$ cat config.mk
export PLATFORM = sky130hd
export DESIGN_NAME = card_config_registers
export DESIGN_NICKNAME = d
export VERILOG_FILES = /design/src/card_cfg_pkg.sv /design/src/card_config_registers.sv /design/src/write_gate.sv
export SDC_FILE = /design/constraint.sdc
export NUM_CORES = 1
export LEC_CHECK = 0
export ABC_AREA = 1
export BUFFER_PORTS_ARGS = -buffer_cell sky130_fd_sc_hd__buf_2
export CAP_MARGIN = 20
export CORE_MARGIN = 10
export CORE_UTILIZATION = 41
export CTS_BUF_LIST = sky130_fd_sc_hd__clkbuf_4 sky130_fd_sc_hd__clkbuf_8
export CTS_CLUSTER_DIAMETER = 50
export DETAILED_ROUTE_END_ITERATION = 8
export GPL_ROUTABILITY_DRIVEN = 0
export PLACE_DENSITY = 0.66
export SLEW_MARGIN = 15
export SYNTH_ARGS = -nofsm -noshare
export SYNTH_HDL_FRONTEND = slang
export SYNTH_SLANG_ARGS = --single-unit
$ cat constraint.sdc
create_clock -name ref_clk -period 1.4 [get_ports ref_clk]
set_input_delay 0.14 -clock ref_clk [delete_from_list [all_inputs] [get_ports ref_clk]]
set_output_delay 0.14 -clock ref_clk [all_outputs]
set_load 0.02 [all_outputs]
$ cat src/card_cfg_pkg.sv
// Purpose: Shared constants and types for the card configuration register bank.
// Assumes: Registers take one 32-bit word each, at the byte offsets below.
// Notes:   The configuration record is built here from its field values.
package card_cfg_pkg;

    // Register byte offsets
    localparam logic [7:0] OFS_CSD_TAIL = 8'h00;
    localparam logic [7:0] OFS_CFG_LO   = 8'h04;
    localparam logic [7:0] OFS_CFG_HI   = 8'h08;
    localparam logic [7:0] OFS_STATUS   = 8'h0C;
    localparam logic [7:0] OFS_FORMAT   = 8'h10;
    localparam logic [7:0] OFS_ESB_BASE = 8'h40;
    localparam logic [7:0] OFS_ESB_LAST = 8'h7C;
    localparam int         ESB_WORDS    = 16;

    // Write block length coding and card choices
    localparam logic [3:0]  BLK_CODE_MIN = 4'h9;
    localparam logic [3:0]  BLK_CODE_MAX = 4'hB;
    localparam logic [3:0]  CARD_BLK_CODE = 4'h9;
    localparam logic        CARD_PARTIAL = 1'b0;
    localparam logic [11:0] BLK_UNIT     = 12'h200;
    localparam logic [6:0]  CHK_RST      = 7'h00;

    // Card status bit positions
    localparam int ST_BLK_LEN_ERR = 29;
    localparam int ST_WP_VIOL     = 26;
    localparam int ST_OVERWRITE   = 16;

    // Format decode register bit positions
    localparam int FMT_RSVD_BIT = 4;

    // Configuration record fields
    localparam logic [3:0] CFG_LAYOUT = 4'h0;
    localparam logic [3:0] CFG_PHY    = 4'h0;
    localparam logic       CFG_ERASED = 1'b0;
    localparam logic [2:0] CFG_PROT   = 3'h2;
    localparam logic [3:0] CFG_WIDTHS = 4'h5;
    localparam logic [63:0] CFG_RECORD = {CFG_LAYOUT, CFG_PHY, CFG_ERASED,
                                          CFG_PROT, CFG_WIDTHS, 16'h0000,
                                          32'h0000_0000};

    // Format kinds under format group 0
    typedef enum logic [1:0] {
        FMT_PARTITIONED = 2'h0,
        FMT_BOOT_ONLY   = 2'h1,
        FMT_UNIVERSAL   = 2'h2,
        FMT_OTHER       = 2'h3
    } format_kind_t;

    // Tail of the card-specific data record as one register word
    typedef struct packed {
        logic [12:0]  zero;
        logic [6:0]   checksum;
        logic [3:0]   blk_code;
        logic         pad;
        logic         partial;
        format_kind_t fkind;
        logic         fgrp;
        logic         copy;
        logic         perm;
        logic         tmp;
    } csd_tail_t;

    // Write or erase request from the command decoder
    typedef struct packed {
        logic        valid;
        logic        erase;
        logic        secure;
        logic [11:0] len;
    } cmd_req_t;

endpackage

$ cat src/card_config_registers.sv
// Purpose: Register bank for the record tail, configuration record and status.
// Assumes: Plain register port and command requests on ref_clk.
// Notes:   Read data stands only in the cycle after the read strobe.
`timescale 1ns/1ns

module card_config_registers
    import card_cfg_pkg::*;
(
    input  wire logic        ref_clk,   // 100 MHz clock
    input  wire logic        rstn,      // Async reset, active low
    input  wire logic [7:0]  reg_addr,  // Register byte address
    input  wire logic [31:0] reg_wdata, // Write data
    input  wire logic        reg_wr,    // Write strobe
    input  wire logic        reg_rd,    // Read strobe
    output logic      [31:0] reg_rdata, // Read data, cycle after strobe
    input  wire cmd_req_t    cmd,       // Write or erase request
    output logic             cmd_accept, // Request may proceed
    output logic             cmd_reject, // Request refused
    input  wire logic        esb_we,    // Extended status word write
    input  wire logic [3:0]  esb_idx,   // Extended status word index
    input  wire logic [31:0] esb_data   // Extended status word value
);

    // Stored state
    logic              tmp_q;
    logic              tmp_d;
    logic              perm_q;
    logic              perm_d;
    logic              copy_q;
    logic              copy_d;
    logic              fgrp_q;
    logic              fgrp_d;
    format_kind_t      fkind_q;
    format_kind_t      fkind_d;
    logic [6:0]        chk_q;
    logic [6:0]        chk_d;
    logic [31:0]       status_q;
    logic [31:0]       status_d;
    logic [31:0]       rdata_d;
    logic [31:0]       esb_q [ESB_WORDS];

    // Address decode
    wire logic hit_tail   = (reg_addr == OFS_CSD_TAIL);
    wire logic hit_cfg_lo = (reg_addr == OFS_CFG_LO);
    wire logic hit_cfg_hi = (reg_addr == OFS_CFG_HI);
    wire logic hit_status = (reg_addr == OFS_STATUS);
    wire logic hit_format = (reg_addr == OFS_FORMAT);
    wire logic hit_esb    = (reg_addr >= OFS_ESB_BASE) &&
                            (reg_addr <= OFS_ESB_LAST) &&
                            (reg_addr[1:0] == 2'h0);
    wire logic [3:0] esb_rd_idx = reg_addr[5:2];

    // Tail write view
    wire csd_tail_t wr_tail = csd_tail_t'(reg_wdata);
    wire logic      tail_wr = reg_wr && hit_tail;

    // Tail read view
    csd_tail_t rd_tail;
    always_comb
    begin
        rd_tail          = '0;
        rd_tail.tmp      = tmp_q;
        rd_tail.perm     = perm_q;
        rd_tail.copy     = copy_q;
        rd_tail.fgrp     = fgrp_q;
        rd_tail.fkind    = fkind_q;
        rd_tail.partial  = CARD_PARTIAL;
        rd_tail.blk_code = CARD_BLK_CODE;
        rd_tail.checksum = chk_q;
    end

    // Permanent lock and copy flag: one-way bits only ever set; temporary lock follows writes
    assign perm_d  = perm_q || (tail_wr && wr_tail.perm);
    assign copy_d  = copy_q || (tail_wr && wr_tail.copy);
    assign tmp_d   = tail_wr ? wr_tail.tmp : tmp_q;
    assign fgrp_d  = tail_wr ? wr_tail.fgrp : fgrp_q;
    assign fkind_d = tail_wr ? wr_tail.fkind : fkind_q;
    assign chk_d   = tail_wr ? wr_tail.checksum : chk_q;

    // Attempt to undo a one-way bit
    wire logic undo_try = tail_wr && ((perm_q && !wr_tail.perm) ||
                                      (copy_q && !wr_tail.copy));

    // Command gate verdict
    wire logic gate_accept;
    wire logic gate_locked;
    wire logic gate_len_bad;

    write_gate u_gate (
        .req      (cmd),
        .blk_code (CARD_BLK_CODE),
        .partial  (CARD_PARTIAL),
        .perm     (perm_q),
        .tmp      (tmp_q),
        .accept   (gate_accept),
        .locked   (gate_locked),
        .len_bad  (gate_len_bad)
    );

    // Sticky card status bits; a new event beats clear-on-read
    wire logic        status_clr = reg_rd && hit_status;
    wire logic [31:0] status_set = ({31'h0, gate_len_bad} << ST_BLK_LEN_ERR) |
                                   ({31'h0, gate_locked} << ST_WP_VIOL) |
                                   ({31'h0, undo_try} << ST_OVERWRITE);
    assign status_d = (status_clr ? 32'h0000_0000 : status_q) | status_set;

    // Format decode: one-hot kind for group 0, reserved flag for group 1
    wire logic [3:0]  fmt_onehot = fgrp_q ? 4'h0 : (4'h1 << fkind_q);
    wire logic [31:0] fmt_word   = {27'h0, fgrp_q, fmt_onehot};

    // Read multiplexer; unmapped addresses read as zero
    always_comb
    begin
        rdata_d = 32'h0000_0000;
        if (reg_rd)
        begin
            if (hit_tail)
                rdata_d = 32'(rd_tail);
            else if (hit_cfg_lo)
                rdata_d = CFG_RECORD[31:0];
            else if (hit_cfg_hi)
                rdata_d = CFG_RECORD[63:32];
            else if (hit_status)
                rdata_d = status_q;
            else if (hit_format)
                rdata_d = fmt_word;
            else if (hit_esb)
                rdata_d = esb_q[esb_rd_idx];
        end
    end

    // Record tail registers
    always_ff @(posedge ref_clk or negedge rstn)
    begin
        if (!rstn)
        begin
            tmp_q   <= 1'b0;
            perm_q  <= 1'b0;
            copy_q  <= 1'b0;
            fgrp_q  <= 1'b0;
            fkind_q <= FMT_PARTITIONED;
            chk_q   <= CHK_RST;
        end
        else
        begin
            tmp_q   <= tmp_d;
            perm_q  <= perm_d;
            copy_q  <= copy_d;
            fgrp_q  <= fgrp_d;
            fkind_q <= fkind_d;
            chk_q   <= chk_d;
        end
    end

    // Status, read data and command verdict
    always_ff @(posedge ref_clk or negedge rstn)
    begin
        if (!rstn)
        begin
            status_q   <= 32'h0000_0000;
            reg_rdata  <= 32'h0000_0000;
            cmd_accept <= 1'b0;
            cmd_reject <= 1'b0;
        end
        else
        begin
            status_q   <= status_d;
            reg_rdata  <= rdata_d;
            cmd_accept <= gate_accept;
            cmd_reject <= cmd.valid && !gate_accept;
        end
    end

    // Extended status block, one word per entry
    genvar gi;
    generate
        for (gi = 0; gi < ESB_WORDS; gi++)
        begin : g_esb
            always_ff @(posedge ref_clk or negedge rstn)
            begin
                if (!rstn)
                    esb_q[gi] <= 32'h0000_0000;
                else if (esb_we && (esb_idx == 4'(gi)))
                    esb_q[gi] <= esb_data;
            end
        end
    endgenerate

    // Checks on the block's own behaviour
    a_perm_stays_set: assert property (
        @(posedge ref_clk) disable iff (!rstn)
        perm_q |=> perm_q [*4])
        else $error("permanent lock was cleared");

    a_copy_stays_set: assert property (
        @(posedge ref_clk) disable iff (!rstn)
        copy_q |=> copy_q)
        else $error("copy flag returned to original");

    a_undo_flagged: assert property (
        @(posedge ref_clk) disable iff (!rstn)
        (tail_wr && perm_q && !wr_tail.perm) |=> status_q[ST_OVERWRITE] && perm_q)
        else $error("undo of lock not flagged");

    a_lock_refuses: assert property (
        @(posedge ref_clk) disable iff (!rstn)
        (cmd.valid && !cmd.secure && (perm_q || tmp_q))
        |=> cmd_reject && !cmd_accept && status_q[ST_WP_VIOL])
        else $error("locked card took a command");

    a_tmp_follows: assert property (
        @(posedge ref_clk) disable iff (!rstn)
        tail_wr |=> (tmp_q == $past(wr_tail.tmp)))
        else $error("temporary lock did not follow write");

    a_partial_len: assert property (
        @(posedge ref_clk) disable iff (!rstn)
        (cmd.valid && !cmd.erase && !gate_locked && !CARD_PARTIAL &&
         (cmd.len[8:0] != 9'h000)) |=> cmd_reject ##1 status_q[ST_BLK_LEN_ERR])
        else $error("partial block accepted");

    a_blk_code_ok: assert property (
        @(posedge ref_clk) disable iff (!rstn)
        (reg_rd && hit_tail) |=> (reg_rdata[11:8] >= BLK_CODE_MIN) &&
                                 (reg_rdata[11:8] <= BLK_CODE_MAX))
        else $error("block length code out of range");

    a_cfg_hi_value: assert property (
        @(posedge ref_clk) disable iff (!rstn)
        (reg_rd && hit_cfg_hi) |=> (reg_rdata == 32'h0025_0000) &&
                                   (reg_rdata[22:20] != 3'h0))
        else $error("configuration record upper word wrong");

    a_cfg_lo_zero: assert property (
        @(posedge ref_clk) disable iff (!rstn)
        (reg_rd && hit_cfg_lo) |=> (reg_rdata == 32'h0000_0000))
        else $error("configuration record lower word not zero");

    a_fmt_reserved: assert property (
        @(posedge ref_clk) disable iff (!rstn)
        (reg_rd && hit_format && fgrp_q) |=> reg_rdata[FMT_RSVD_BIT] &&
                                             (reg_rdata[3:0] == 4'h0))
        else $error("group one format not reported reserved");

    a_status_clear: assert property (
        @(posedge ref_clk) disable iff (!rstn)
        (reg_rd && hit_status && !cmd.valid && !tail_wr)
        |=> (reg_rdata == $past(status_q)) && (status_q == 32'h0000_0000))
        else $error("status not returned or not cleared");

    a_rdata_idle: assert property (
        @(posedge ref_clk) disable iff (!rstn)
        !reg_rd |=> (reg_rdata == 32'h0000_0000))
        else $error("read data outside read answer");

    // Command verdict checks: one verdict per command, length and lock policy
    a_verdict_single: assert property (
        @(posedge ref_clk) disable iff (!rstn)
        !(cmd_accept && cmd_reject))
        else $error("command both accepted and refused");

    a_verdict_idle: assert property (
        @(posedge ref_clk) disable iff (!rstn)
        !cmd.valid |=> !cmd_accept && !cmd_reject)
        else $error("verdict without a command");

    a_full_block: assert property (
        @(posedge ref_clk) disable iff (!rstn)
        (cmd.valid && !gate_locked && !cmd.erase && (cmd.len == BLK_UNIT))
        |=> cmd_accept && !cmd_reject)
        else $error("full block write refused");

    a_oversize_len: assert property (
        @(posedge ref_clk) disable iff (!rstn)
        (cmd.valid && !gate_locked && !cmd.erase && (cmd.len > (BLK_UNIT << (CARD_BLK_CODE - BLK_CODE_MIN))))
        |=> cmd_reject && status_q[ST_BLK_LEN_ERR])
        else $error("block longer than full size accepted");

    a_zero_len: assert property (
        @(posedge ref_clk) disable iff (!rstn)
        (cmd.valid && !gate_locked && !cmd.erase && (cmd.len == 12'h000))
        |=> cmd_reject && status_q[ST_BLK_LEN_ERR])
        else $error("empty block accepted");

    a_secure_open: assert property (
        @(posedge ref_clk) disable iff (!rstn)
        (cmd.valid && cmd.secure && !cmd.erase && (cmd.len == BLK_UNIT))
        |=> cmd_accept && !cmd_reject)
        else $error("secured area write refused");

    a_erase_any_len: assert property (
        @(posedge ref_clk) disable iff (!rstn)
        (cmd.valid && cmd.erase && !gate_locked) |=> cmd_accept)
        else $error("unlocked erase refused");

    a_lock_erase: assert property (
        @(posedge ref_clk) disable iff (!rstn)
        (cmd.valid && cmd.erase && !cmd.secure && tmp_q)
        |=> cmd_reject && !cmd_accept)
        else $error("locked card took an erase");

    // Register side checks: one-way bits, sticky status, decode and storage
    a_undo_copy: assert property (
        @(posedge ref_clk) disable iff (!rstn)
        (tail_wr && copy_q && !wr_tail.copy) |=> status_q[ST_OVERWRITE] && copy_q)
        else $error("undo of copy flag not flagged");

    a_status_sticky: assert property (
        @(posedge ref_clk) disable iff (!rstn)
        !status_clr |=> ((status_q & $past(status_q)) == $past(status_q)))
        else $error("status bit lost without a read");

    a_fmt_kind: assert property (
        @(posedge ref_clk) disable iff (!rstn)
        (reg_rd && hit_format && !fgrp_q)
        |=> (reg_rdata == (32'h0000_0001 << $past(fkind_q))))
        else $error("format kind decode wrong");

    a_esb_store: assert property (
        @(posedge ref_clk) disable iff (!rstn)
        esb_we |=> (esb_q[$past(esb_idx)] == $past(esb_data)))
        else $error("extended status word not stored");

    a_tail_fixed: assert property (
        @(posedge ref_clk) disable iff (!rstn)
        (reg_rd && hit_tail) |=> (reg_rdata[6] == CARD_PARTIAL) &&
                                 (reg_rdata[31:19] == 13'h0000))
        else $error("read-only tail fields changed");

endmodule // card_config_registers

$ cat src/write_gate.sv
// Purpose: Decides whether a write or erase command may proceed.
// Assumes: Request and settings come from logic on the same clock.
// Notes:   Purely combinational; the caller registers the verdict.
`timescale 1ns/1ns
module write_gate
    import card_cfg_pkg::*;
(
    input  wire cmd_req_t   req,      // Incoming command
    input  wire logic [3:0] blk_code, // Write block length exponent
    input  wire logic       partial,  // Partial blocks allowed
    input  wire logic       perm,     // Permanent lock
    input  wire logic       tmp,      // Temporary lock
    output wire logic       accept,   // Command may proceed
    output wire logic       locked,   // Refused by a lock
    output wire logic       len_bad   // Refused by its length
);

    // Full block size from the exponent
    wire logic [1:0]  blk_shift = 2'(blk_code - BLK_CODE_MIN);
    wire logic [11:0] full_len  = BLK_UNIT << blk_shift;

    // Length checks for both partial settings
    wire logic len_fits  = (req.len != 12'h000) && (req.len <= full_len);
    wire logic len_unit  = (req.len[8:0] == 9'h000);
    wire logic len_ok    = len_fits && (partial || len_unit);

    // Locks guard everything outside the secured area
    assign locked  = req.valid && !req.secure && (perm || tmp);
    assign len_bad = req.valid && !locked && !req.erase && !len_ok;
    assign accept  = req.valid && !locked && (req.erase || len_ok);

endmodule // write_gate

== Word-level counts from Yosys, hierarchy flattened ==
Index checks and enable logic that the tools add are counted.

* Reduce and logical (&&, ||, !) cells: 51
* Muxes and demuxes: 12
* Equal/unequal tests: 19
* Order comparisons: 4
* Shift-type cells: 1
* Bitwise logic cells: 4

{| class="wikitable"
|+ Operators with widths
! cell !! count
|-
| 32-bit two-way mux || 10
|-
| 32-bit binary-select mux with 4-bit select || 1
|-
| 1-bit logical AND || 34
|-
| 4-bit == test (second input constant) || 8
|-
| 32-bit by 30-bit bitwise OR with 32-bit output || 1
|-
| 30-bit by 17-bit bitwise OR with 30-bit output || 1
|-
| 30-bit by 27-bit bitwise OR with 30-bit output || 1
|-
| 4-bit by 3-bit == test with 1-bit output (second input constant) || 4
|-
| 8-bit by 4-bit == test with 1-bit output (second input constant) || 2
|-
| 12-bit by 10-bit less-or-equal comparator with 1-bit output (second input constant) || 1
|-
| 12-bit nonzero test || 1
|-
| 9-bit logical NOT || 1
|-
| 4-bit by 2-bit == test with 1-bit output (second input constant) || 2
|-
| 8-bit by 3-bit == test with 1-bit output (second input constant) || 1
|-
| 8-bit by 5-bit == test with 1-bit output (second input constant) || 1
|-
| 8-bit by 7-bit greater-or-equal comparator with 1-bit output (second input constant) || 1
|-
| 8-bit by 7-bit less-or-equal comparator with 1-bit output (second input constant) || 1
|-
| 8-bit logical NOT || 1
|-
| 1-bit logical NOT || 7
|-
| 5-bit greater-or-equal comparator (second input constant) || 1
|-
| 1-bit logical OR || 5
|-
| 4-bit NOT with 5-bit output || 1
|-
| 4-bit by 1-bit == test with 1-bit output (second input constant) || 1
|-
| 4-bit logical NOT || 1
|-
| 3 further kinds || 3
|}

* Input bits: 96
* Register bits after elaboration: 591

== Longest topological paths before layout ==
* Word-level depth: 11
* Mapped depth: 14
* Mapped depth without buffers: 12

== Hierarchy ==
Synthesis repeated with hierarchy kept, for this count alone.

* Cell total of the unflattened synthesis: 2936
* Area total of the unflattened synthesis: 24787.5 µm²

{| class="wikitable"
|+ By module, submodules not included
! module !! area an instance (µm²) !! sequential area each (µm²) !! times used !! cells an instance
|-
| card_config_registers || 24578.6 || 14063.5 || 1 || 2898
|-
| write_gate || 209.0 || 0.0 || 1 || 38
|}

== Worst setup path before layout ==
No wires, ideal clock.

* Kind: input to register
* Start point: input reg_addr[4]
* End point: register chk_q[5]
* Path buffers: 2
* Data arrival time: 1.214 ns
* Cell stages on the path: 7
* Path slack: 0.059 ns
* Cell sequence: buf_4 > nor2_8 > nand2_4 > nor2_8 > nand2_2 > buf_6 > mux2_1

* Word-level cells in the longest chain between the ends: 2

{| class="wikitable"
|+ Ends and longest elaborated chain
! item !! RTL line !! text
|-
| start, declared || card_config_registers.sv:11 || <nowiki>input wire logic [7:0] reg_addr,</nowiki>
|-
| 8-bit logical NOT || card_config_registers.sv:43 || <nowiki>wire logic hit_tail = (reg_addr == OFS_CSD_TAIL);</nowiki>
|-
| 1-bit logical AND || card_config_registers.sv:55 || <nowiki>wire logic tail_wr = reg_wr && hit_tail;</nowiki>
|-
| end signal, assigned || card_config_registers.sv:151 || <nowiki>chk_q <= chk_d;</nowiki>
|-
| end, declared || card_config_registers.sv:35 || <nowiki>logic [6:0] chk_q;</nowiki>
|}

No other way between the ends.
A chain may end at the register's enable or synchronous reset.

== Worst setup path in the final report ==
* Start point: register reg_rdata[26]
* End point: output reg_rdata[26]

{| class="wikitable"
|+ RTL lines
! item !! RTL line !! text
|-
| start, declared || card_config_registers.sv:15 || <nowiki>output logic [31:0] reg_rdata,</nowiki>
|-
| start signal, assigned || card_config_registers.sv:168 || <nowiki>reg_rdata <= rdata_d;</nowiki>
|}

No word-level cell between the ends.

==> flow_metrics.py <==
metrics = {
    "timing": {
        "whs_ns": 0.05021,
        "finalCriticalPeriod_ns": 1.462,
        "grt_setup_unrepaired": "yes",
        "worst_pin_slew_ns": 0.5332,
        "timing.final.ws_setup_ns": -0.06186,
        "skew_ns": 0.02206,
        "setup_viol": 11,
        "slew-limit-headroom_pct": 64.41,
        "setup-tns-final_ns": -0.3144,
        "period_share_pct": 104.4,
        "hold_violations": 0,
        "max_freq_mhz": 684.1,
        "slew_violations": 0,
    },
    "power": {
        "leakage_uw": 0.01413,
        "peakVddDrop_mv": 1.277,
        "power_uw": 42600,
        "power_density_nw_per_um2": 1429,
    },
    "clock_network": {
        "numCtsBuffers": 93,
        "root_buffer": "clkbuf_8",
        "clkSinkCount": 562,
        "tritoncts": "yes",
        "cts.reportedPaths.clkPinSlew_ns": 0.06,
        "h-tree-depth": 3,
        "insertion_delay_ns": 0.70,
        "cts_buffer_depth": 3,
    },
    "global_routing": {
        "grt_pass1_wl_mm": 123.6,
        "grt_max_degree": 79,
        "grt_pass1_vias": 21220,
        "antenna_found_initial": 2,
        "grt.overflow.total": 0,
        "grtUsageTotal_pct": 22.38,
    },
    "outcome": {
        "outcome": "finished with violations",
        "failed_checks": "setup timing",
    },
    "setup_path": {
        "path_max_fanout": 1,
        "critPathKind": "reg2out",
        "crit_arrival_ns": 1.32,
        "worstSetupEndpointType": "output pin",
        "worstPathRequired_ns": 1.26,
        "cpLargestDelayFamily": "flip-flops",
        "cpMaxStageDelayCell": "dfrtp_2",
        "startpoint_type": "flop",
        "cp.buffers_inverters": 1,
        "slowest_delay_ns": 0.46,
        "worstPathCellList": "buf_6",
    },
    "die": {
        "io_pins": 130,
        "dieArea_um2": 69360,
        "initial_core_util_pct": 41.30,
        "dieHeight_um": 263.4,
        "core_um2": 58800,
        "core.rowCount": 89,
        "die_w_um": 263.4,
    },
    "detailed_routing": {
        "first_iter_violations": 2466,
        "via_count": 21310,
        "wl_per_cell_um": 20.36,
        "firstDrtPassIters": 5,
        "drc": 0,
        "wl_mm": 78.50,
        "via_per_inst": 5.529,
        "drtAntennaViolNets": 0,
    },
    "yosys": {
        "seq_area_frac_synth_pct": 57.91,
        "syn_inst": 2760,
        "synth_nets": 2856,
        "synth_area_um2": 24280,
        "synth.avg_cell_area_um2": 8.798,
        "ys_seq_elements": 562,
        "ys_types": 40,
        "yosysWarnings": 0,
    },
    "run": {
        "cap_viol_max_count": 0,
    },
    "final_layout": {
        "syn_to_final_growth_pct": 22.74,
        "final_cell_mix": "647 x nand2_1, 558 x dfrtp_1, 536 x o21ai_0",
        "drive_gt1_share_pct": 16.81,
        "layout.nets": 3106,
        "final_common_cell": "nand2_1",
    },
    "place": {
        "dp_hpwl_mm": 49.77,
        "place_ws_ns": -0.5163,
        "port_buffers": 110,
    },
    "worst_hold_path": {
        "hold_path.class": "in2reg",
    },
}
-- layer usage --
layer  routed length, um  up-vias  track usage, %
met5                  15        -               0
met4                2431        2           8.434
met3                7006      177           4.573
met2               35690     1032           34.87
met1               33360    10440           30.31
li1                    -     9664               -
-- cell usage after synthesis --
cell type  instances  area [um^2]
nand3b_1           1        7.510
nand4_1           10        62.56
nor2_8             3        60.06
o221ai_1           2        17.52
nor3_4             1        16.27
mux2_4             5        75.07
mux2_1             1        11.26
nor3_1             3        15.01
nor2_1           210        788.3
nor4_1             2        12.51
or2_1              3        18.77
buf_2             49        245.2
nor2_2             6        37.54
and3_1             1        6.260
clkbuf_1         123        461.7
nand2_1          652         2447
nor4b_1            1        8.760
o21a_1             7        52.55
inv_4              2        12.51
o21ai_1           22        110.1
buf_6             11        123.9
a21oi_1          102        510.5
nand2_4            5        56.30
o21ai_0          538         2693
dfrtp_1          562        14060
o211ai_1           7        52.55
buf_1              4        15.01
nand3_1           58        290.3
mux2_2             3        33.78
or2_2              5        31.28
o2111ai_1         28        245.2
nor2_4             5        56.30
or2_0              2        12.51
nor3_2             2        20.02
o31ai_1            3        22.52
inv_2              1        3.750
o22ai_1          124        775.7
inv_1            174        653.1
buf_4             16        120.1
nand2_2            6        37.54
-- per-stage QoR --
stage	std cells	util (%)	instance area, um^2
6_report	3855	50.69	29800
2_1_floorplan	2760	-	24280
3_5_place_dp	3618	45.73	26890
5_1_grt	3855	50.69	29800
3_3_place_gp	3618	45.73	26890
4_1_cts	3854	50.60	29750
-- registers in the layout (all words and copies together) (netlist names) --
signal      cells
chk_q           7
cmd_accept      1
cmd_reject      1
copy_q          1
esb_q         512
fgrp_q          1
fkind_q         2
perm_q          1
reg_rdata      32
status_q        3
tmp_q           1
-- power breakdown --
| part | switching (uW) | internal, uW | total, uW |
|---|---|---|---|
| Clock | 6630 | 8560 | 15200 |
| Combinational | 3780 | 2630 | 6410 |
| Sequential | 1570 | 19400 | 21000 |
| Total | 12000 | 30600 | 42600 |
-- final timing paths --
kind                       depth (start not counted)  slack (ns)       endpoint          start
min in group asynchronous                          3        0.48     esb_q[293]           rstn
setup / recovery                                   1       -0.06  reg_rdata[26]  reg_rdata[26]
hold / removal                                     5        0.05     esb_q[119]     esb_idx[1]
max in group asynchronous                          4        0.17     esb_q[310]           rstn
setup reg to reg                                   2        0.06       chk_q[5]       chk_q[5]
hold reg to reg                                    2        0.48     esb_q[227]     esb_q[227]
-- final cells by class --
type / instances / area, um^2
fill: 5321 / 28990
sequential: 562 / 14070
multi-input combinational: 1818 / 8677
timing repair buffer: 358 / 3436
clock buffer: 153 / 1906
tap: 773 / 967.2
inverter: 177 / 669.4
clock inverter: 13 / 78.83
antenna: 1 / 2.502
-- cells by family (layout without fill, tap and decap cells) --
group,after synthesis,in the layout,synth area share [%]
other,0,1,0
AND/OR/NAND/NOR,976,976,16.41
flip-flops,562,562,57.91
buffers and inverters,380,701,6.734
AO/OA/AOI/OAI,833,833,18.45
multiplexers,9,9,0.4946
-- what timing repair did --
action / in CTS / in global routing
hold endpoints to repair: 979 / 13
hold buffers: 70 / 1
endpoints found under the setup margin: 28 / 47
setup buffers: 0 / 0
gates resized for setup: 59 / 18
pin swaps: 0 / 2
Note: power is estimated with default switching activity, not from simulation.
